**config.mk**
```make
export PLATFORM = sky130hd
export DESIGN_NAME = dram_mode_ctrl
export DESIGN_NICKNAME = d
export VERILOG_FILES = /design/src/dram_mode_ctrl.v
export VERILOG_INCLUDE_DIRS = /design/src /design/src/src
export SDC_FILE = /design/constraint.sdc
export NUM_CORES = 1
export LEC_CHECK = 0
export ABC_AREA = 0
export BUFFER_PORTS_ARGS = -buffer_cell sky130_fd_sc_hd__clkbuf_2
export CAP_MARGIN = 20
export CORE_MARGIN = 10
export CORE_UTILIZATION = 58
export CTS_CLUSTER_DIAMETER = 60
export DETAILED_ROUTE_END_ITERATION = 6
export GPL_TIMING_DRIVEN = 1
export PLACE_DENSITY = 0.9
export SYNTH_ARGS = -nofsm -noshare
export SYNTH_HDL_FRONTEND = slang
export SYNTH_SLANG_ARGS = --single-unit
```
**constraint.sdc**
```tcl
create_clock -name core_clk_i -period 4.15 [get_ports core_clk_i]
set_input_delay 0.415 -clock core_clk_i [delete_from_list [all_inputs] [get_ports core_clk_i]]
set_output_delay 0.415 -clock core_clk_i [all_outputs]
set_load 0.005 [all_outputs]
```
**src/dram_mode_map.vh**
```
// Purpose: Offsets, field positions, reset values and timing for the mode
//          control register.
// Assumes: Register reached by configuration space word access.
// Notes:   Definitions only.
`ifndef DRAM_MODE_MAP_VH
`define DRAM_MODE_MAP_VH

// =====================================================================
// Register map
`define MODE_CTRL_OFFSET 8'h70
`define MODE_CTRL_RESET 32'h00000081
`define MODE_CTRL_WR_MASK 32'h203093FF

// =====================================================================
// Field positions
`define FLD_REV_HI 31
`define FLD_REV_LO 30
`define FLD_INIT_DONE 29
`define FLD_CHANNEL_COUNT_HI 23
`define FLD_CHANNEL_COUNT_LO 22
`define FLD_DIM_HI 21
`define FLD_DIM_LO 20
`define FLD_RAS_LOCK 15
`define FLD_ADDR_TRI 12
`define FLD_RMS_HI 9
`define FLD_RMS_LO 7
`define FLD_SMS_HI 6
`define FLD_SMS_LO 4

// =====================================================================
// Encodings
`define CHANNEL_COUNT_ONE 2'h0
`define DIM_NO_ECC 2'h0
`define DIM_ECC 2'h1
`define RMS_OFF 3'h0
`define RMS_15US6 3'h1
`define RMS_7US8 3'h2
`define RMS_FAST 3'h7
`define SMS_POST_RESET 3'h0

// =====================================================================
// Timing
`define CLK_PERIOD_PS 40000
`define REF_15US6_PS 15600000
`define REF_7US8_PS 7800000
`define REF_FAST_CLKS 20'h00040

`endif

```
**src/dram_mode_ctrl.v**
```verilog
// Purpose: Mode control register of the DDR controller and the refresh,
//          ECC, auto-precharge and pin-tristate behaviour it governs.
// Assumes: Config bus accesses are single-cycle strobes on core_clk_i.
// Notes:   Write mask keeps read-only and reserved bits stable.
`timescale 1ns/1ns
`include "dram_mode_map.vh"

// What this block does
// - Two-bit read-only format revision; writes ignored.
// - Refresh held off until init_complete is written to one.
// - Refresh runs only when init_complete and refresh_rate_select allow.
// - Read-only channel count reports exactly one channel.
// - Mode 00: no read-merge-write, check receivers off, check outputs hiZ.
// - RAS lock-out set: auto-precharge issued without row-active check.
// - RAS lock-out set: no activate to auto-precharged bank before tRP.
// - RAS lock-out clear: auto-precharge only once tRAS is met.
// - Tristate enable: float address, command, selects only with all CKE low.
// - No fast chip-select toward a row whose clock enable is low.
// - Row clock enables drop on idle timer and/or max row count.
// - Refresh rates: off, 15.6 us, 7.8 us, or every 64 clocks.
// - Clock enables low after reset until special mode written nonzero.
module dram_mode_ctrl #(
    parameter ROWS = 4,
    parameter BANKS = 4,
    parameter TRAS_CLKS = 6,
    parameter TRP_CLKS = 3,
    parameter IDLE_CLKS = 16,
    parameter MAX_ROWS_ON = 4,
    parameter [1:0] FORMAT_REV = 2'h0
)(
    input wire core_clk_i,
    input wire reset_i,
    input wire cfg_wr_i,
    input wire cfg_rd_i,
    input wire [7:0] cfg_addr_i,
    input wire [31:0] cfg_wdata_i,
    output reg [31:0] cfg_rdata_o,
    input wire act_req_i,
    input wire [1:0] act_bank_i,
    input wire ap_req_i,
    input wire [1:0] ap_bank_i,
    input wire partial_wr_i,
    input wire fast_cs_req_i,
    input wire [1:0] fast_cs_row_i,
    input wire row_busy_i,
    output wire act_ok_o,
    output wire ap_ok_o,
    output wire rmw_en_o,
    output wire fast_cs_ok_o,
    output reg refresh_req_o,
    output wire ecc_rx_en_o,
    output wire ecc_oe_o,
    output wire addr_oe_o,
    output reg [ROWS-1:0] cke_o
);

    localparam integer REF_15US6_CLKS = `REF_15US6_PS / `CLK_PERIOD_PS;
    localparam integer REF_7US8_CLKS = `REF_7US8_PS / `CLK_PERIOD_PS;

    // =================================================================
    // Register
    reg [31:0] mode_ff;
    wire [31:0] nxt_mode;
    wire hit;
    wire [31:0] rd_view;

    assign hit = (cfg_addr_i == `MODE_CTRL_OFFSET);
    // Only writable bits pass; revision, count and reserved stay fixed.
    assign nxt_mode = (mode_ff & ~`MODE_CTRL_WR_MASK) |
                      (cfg_wdata_i & `MODE_CTRL_WR_MASK);

    always @(posedge core_clk_i)
    begin
        if (reset_i)
            mode_ff <= `MODE_CTRL_RESET;
        else if (cfg_wr_i && hit)
            mode_ff <= nxt_mode;
    end

    assign rd_view = {FORMAT_REV, mode_ff[29:24], `CHANNEL_COUNT_ONE,
                      mode_ff[21:0]};

    // Reads of other offsets return zero so no stale word leaks out.
    always @(posedge core_clk_i)
    begin
        if (reset_i)
            cfg_rdata_o <= 32'h00000000;
        else if (cfg_rd_i)
            cfg_rdata_o <= hit ? rd_view : 32'h00000000;
    end

    wire init_done = mode_ff[`FLD_INIT_DONE];
    wire ras_lock = mode_ff[`FLD_RAS_LOCK];
    wire addr_tri = mode_ff[`FLD_ADDR_TRI];
    wire [1:0] dim = mode_ff[`FLD_DIM_HI:`FLD_DIM_LO];
    wire [2:0] refresh_rate_select = mode_ff[`FLD_RMS_HI:`FLD_RMS_LO];
    wire [2:0] special_mode_select = mode_ff[`FLD_SMS_HI:`FLD_SMS_LO];

    // =================================================================
    // Refresh timer
    reg [19:0] ref_cnt_ff;
    reg [2:0] rms_last_ff;
    reg [19:0] ref_limit;

    // Reserved rate codes leave the limit at zero, which parks the timer.
    always @*
    begin
        case (refresh_rate_select)
            `RMS_15US6: ref_limit = REF_15US6_CLKS[19:0];
            `RMS_7US8: ref_limit = REF_7US8_CLKS[19:0];
            `RMS_FAST: ref_limit = `REF_FAST_CLKS;
            default: ref_limit = 20'h00000;
        endcase
    end

    wire ref_run = init_done && (ref_limit != 20'h00000);

    // A change of rate restarts the count so tests can align refreshes.
    always @(posedge core_clk_i)
    begin
        if (reset_i)
        begin
            ref_cnt_ff <= 20'h00000;
            rms_last_ff <= `RMS_OFF;
            refresh_req_o <= 1'b0;
        end
        else
        begin
            rms_last_ff <= refresh_rate_select;
            refresh_req_o <= 1'b0;
            if (!ref_run || refresh_rate_select != rms_last_ff)
                ref_cnt_ff <= 20'h00000;
            else if (ref_cnt_ff == ref_limit - 20'h00001)
            begin
                ref_cnt_ff <= 20'h00000;
                refresh_req_o <= 1'b1;
            end
            else
                ref_cnt_ff <= ref_cnt_ff + 20'h00001;
        end
    end

    // =================================================================
    // Data integrity
    wire ecc_on = (dim == `DIM_ECC);
    assign rmw_en_o = ecc_on && partial_wr_i;
    assign ecc_rx_en_o = ecc_on;
    assign ecc_oe_o = ecc_on;

    // =================================================================
    // Per-bank row-active and precharge timing
    reg [7:0] tras_ff [0:BANKS-1];
    reg [7:0] trp_ff [0:BANKS-1];
    integer b;

    always @(posedge core_clk_i)
    begin
        for (b = 0; b < BANKS; b = b + 1)
        begin
            if (reset_i)
            begin
                tras_ff[b] <= 8'h00;
                trp_ff[b] <= 8'h00;
            end
            else
            begin
                if (act_req_i && act_ok_o && act_bank_i == b)
                    tras_ff[b] <= TRAS_CLKS[7:0];
                else if (tras_ff[b] != 8'h00)
                    tras_ff[b] <= tras_ff[b] - 8'h01;
                if (ap_req_i && ap_ok_o && ap_bank_i == b)
                    trp_ff[b] <= TRP_CLKS[7:0];
                else if (trp_ff[b] != 8'h00)
                    trp_ff[b] <= trp_ff[b] - 8'h01;
            end
        end
    end

    // Lock-out trusts the memory for tRAS but must then guard tRP itself.
    assign ap_ok_o = ras_lock ||
                     (tras_ff[ap_bank_i] == 8'h00);
    assign act_ok_o = (trp_ff[act_bank_i] == 8'h00);

    // =================================================================
    // Clock enables and pin tristate
    // Busy wakes only MAX_ROWS_ON rows; the rest sleep to save power.
    reg armed_ff;
    reg [7:0] idle_ff;
    wire all_cke_low = (cke_o == {ROWS{1'b0}});

    always @(posedge core_clk_i)
    begin
        if (reset_i)
        begin
            armed_ff <= 1'b0;
            idle_ff <= 8'h00;
            cke_o <= {ROWS{1'b0}};
        end
        else
        begin
            if (special_mode_select != `SMS_POST_RESET)
                armed_ff <= 1'b1;
            if (row_busy_i)
                idle_ff <= 8'h00;
            else if (idle_ff != IDLE_CLKS[7:0])
                idle_ff <= idle_ff + 8'h01;
            if (!armed_ff && special_mode_select != `SMS_POST_RESET)
                cke_o <= {ROWS{1'b1}};
            else if (armed_ff && row_busy_i)
                cke_o <= {ROWS{1'b1}} >> (ROWS - MAX_ROWS_ON);
            else if (armed_ff && idle_ff == IDLE_CLKS[7:0])
                cke_o <= {ROWS{1'b0}};
        end
    end

    // Pins float only when every row sleeps, so no command is lost.
    assign fast_cs_ok_o = fast_cs_req_i && cke_o[fast_cs_row_i];
    assign addr_oe_o = !(addr_tri && all_cke_low);

endmodule // dram_mode_ctrl

```
==> results.md <==
- Max-cap violations: 0
- Setup TNS: 0 ns
- Final worst path period share: 88.4%
- Critical Path End Type: flop
- Setup slack after layout: 0.481 ns
- Req. time, crit path: 4.45 ns
- Clk_lat worst skew: 0.41 ns
- Setup Fix Bufs, Post-CTS: 0
- Num Clock Sinks: 129
- FFs w/ async S/R, synth: 0%
- Vias: 5,733
- Wirelength per Cell: 15.8 um
- FMAX: 273 MHz
- Average cell area after synthesis: 9.11 um^2
- Setup Crit Path Kind: flop to flop
- Slew @ Worst Pin: 0.811 ns
- CTS resizes: 0
- GRT Overall Usage: 18.7%
- Register bit total from synthesis: 129
- Worst hold path class: input pin to flop
- Crit path launch type: flop
- Clock Skew: 0.00821 ns
- Mapped Cells: 777
- Nets: 912
- Vias in the first global route: 5,492
- Critical path peak fanout: 15
- Synth Cell Area: 7080 um^2
- Xor-xnor portion of the synthesized cell area: 9.53%
- Initial core utilization: 59.2%
- Most frequent cells in the layout: nor2_1, nand2_1, clkbuf_2
- # setup viols final: 0
- Max clock buf depth: 2
- Outcome: finished, final reports clean
- Die X: 130 um
- RePlAce Congestion: 0.846
- Synth cell types: 59
- Final Hold Vio Count: 0
- Final wirelength: 15,700 um
- Share of layout cells above drive strength 1: 15.9%
- Max_slew headroom: 45.4%
- Post-DP HPWL: 11,100 um
- CTS H-tree depth: 4
- Maximum vdd drop: 0.301 mV
- First-pass GRT wire length: 25,500 um
- Total gr overflow: 0
- Drt via density: 5.76
- Clock root cell: clkbuf_16
- DR pass1 iterations: 5
- Worst path arrival time: 3.97 ns
- Number of synthesized flops with an enable pin: 64
- Antenna Nets Post-Route: 0
- Initial antenna violation count: 1
- Die Span Y: 130 um
- Largest net degree at the start of global routing: 42
- PD cells: 596 nW/um^2
- DRC errors left: 0
- Hold_buf cts: 0
- Largest family of logic cells by synthesized area: simple AND/OR/NAND/NOR gates
- Leak: 3.22 nW
- Synth Area in Compound Gates: 9.95%
- Setup slack at placement: 0.554 ns
- Post-synth top flop: dfxtp_1
- Port bufs: 75
- Post-Synth Adder-Cell Area: 4.07%
- Post-synthesis simple-gate area fraction: 25.0%
- Sequential fraction of the synthesis area: 45.5%
- Most common cell after layout, fill and taps aside: nor2_1
- Crit path time final: 3.67 ns
- TritonCTS clock tree: yes
- RSZ-0062 raised after global routing: no
- Yosys warns: 0
- CORE AREA: 12,000 um^2
- TritonCTS buffer count: 17
- Mux cell area share after synthesis: 0.318%
- Row Count: 40
- Slew Limit Fails: 0
- Area grow syn2layout: 13.1%
- Reg clk slew, reported paths: 0.06 ns
- Initial DRC count: 512
- Die ar.: 17,000 um^2
- Fillers: 888
- Ports: 99
==> critical path, stage by stage (launching register included) <==
cell and delay [ns]:
dfxtp_1 0.61, or3b_2 0.61, and2_1 0.23, ha_1 0.23, ha_1 0.29, and3_1 0.19, ha_1 0.29, xnor2_1 0.13
nor3_1 0.14, nand3_1 0.14, nor4_2 0.32, buf_4 0.27, a21oi_1 0.09
==> registers in the layout (all words and copies together), names as in the netlist, 3 cells and up <==
signal and cells:
tras_ff 32, trp_ff 32, ref_cnt_ff 20, cfg_rdata_o 16, mode_ff 15, idle_ff 8, rms_last_ff 3
==> through the flow <==
step	area (um^2)	util [%]	cells	total power [W]	hold WS, ns
6_report	8010	66.9	995	0.00477	0.216
5_1_grt	8000	66.9	994	0.00506	0.220
4_1_cts	8000	66.9	994	0.00479	0.202
3_5_place_dp	7450	62.3	962	0.00339	0.450
3_3_place_gp	7450	62.3	962	0.00330	0.434
2_1_floorplan	7090	-	780	0.00307	0.423
==> layer usage <==
metal  up-vias  global-route usage (%)  wire length, um
met5         -                       0                0
met4         0                    7.72              325
met3        28                    6.20             1250
met2       217                    30.2             7560
met1      2660                    22.5             6550
li1       2828                       -                -
==> cell families after synthesis <==
logic type | after synthesis
XOR/XNOR | 77
AND/OR/NAND/NOR | 353
other | 1
multiplexers | 1
AO/OA/AOI/OAI | 110
buffers and inverters | 83
adder cells (fa/ha/maj) | 23
flip-flops | 129
==> cell usage after synthesis (2+ instances only) <==
master,number,share of area (%)
a211o_1,3,0.37
a211oi_1,4,0.42
a21oi_1,64,4.5
a221o_2,2,0.32
a41oi_1,3,0.37
and2_1,5,0.44
and3_1,5,0.44
buf_1,2,0.11
buf_2,3,0.21
buf_4,20,2.1
clkbuf_1,22,1.2
dfxtp_1,65,18
edfxtp_1,64,27
ha_1,23,4.1
inv_1,36,1.9
nand2_1,82,4.3
nand2b_1,18,1.6
nand3_1,36,2.5
nand3b_1,5,0.53
nand4_1,8,0.71
nand4b_1,5,0.62
nor2_1,92,4.9
nor2b_1,8,0.71
nor3_1,34,2.4
nor4_1,16,1.4
nor4b_1,4,0.49
o21ai_0,14,0.99
o31a_1,2,0.25
o31ai_1,2,0.21
o32ai_1,4,0.49
or2_2,4,0.35
or3_1,10,0.88
or3b_2,3,0.37
or4_1,7,0.74
or4_4,3,0.48
xnor2_1,41,5.1
xor2_1,36,4.5
==> report_power, final <==
| part | leakage (nW) | internal (W) | switching (W) |
|---|---|---|---|
| sequential | 1.26 | 0.00171 | 0.000238 |
| combinational | 1.67 | 0.000638 | 0.000813 |
| clock | 0.285 | 0.000839 | 0.000536 |
| total | 3.22 | 0.00319 | 0.00159 |
==> path summary, 6_finish.rpt <==
path / from / to / slack, ns / cells past startpoint
max: mode_ff[7]$_SDFFE_PP1P_ / ref_cnt_ff[18]$_SDFF_PP0_ / 0.48 / 12
min: cfg_wdata_i[20] / mode_ff[20]$_SDFFE_PP0P_ / 0.22 / 3
max reg2reg: mode_ff[7]$_SDFFE_PP1P_ / ref_cnt_ff[18]$_SDFF_PP0_ / 0.48 / 12
min reg2reg: armed_ff$_SDFFE_PP0P_ / cke_o[2]$_SDFFE_PP0P_ / 0.46 / 1
==> cell type report <==
type / count / area (um^2) / share of cell area, %
multi-input combinational: 568 / 3480 / 43.5
sequential: 129 / 3220 / 40.3
clock buffer: 22 / 495 / 6.19
timing repair buffer: 82 / 428 / 5.34
tap: 147 / 184 / 2.30
inverter: 36 / 135 / 1.69
clock inverter: 10 / 56.3 / 0.703
antenna: 1 / 2.50 / 0.0313
Power figures use the tool's default switching activity.
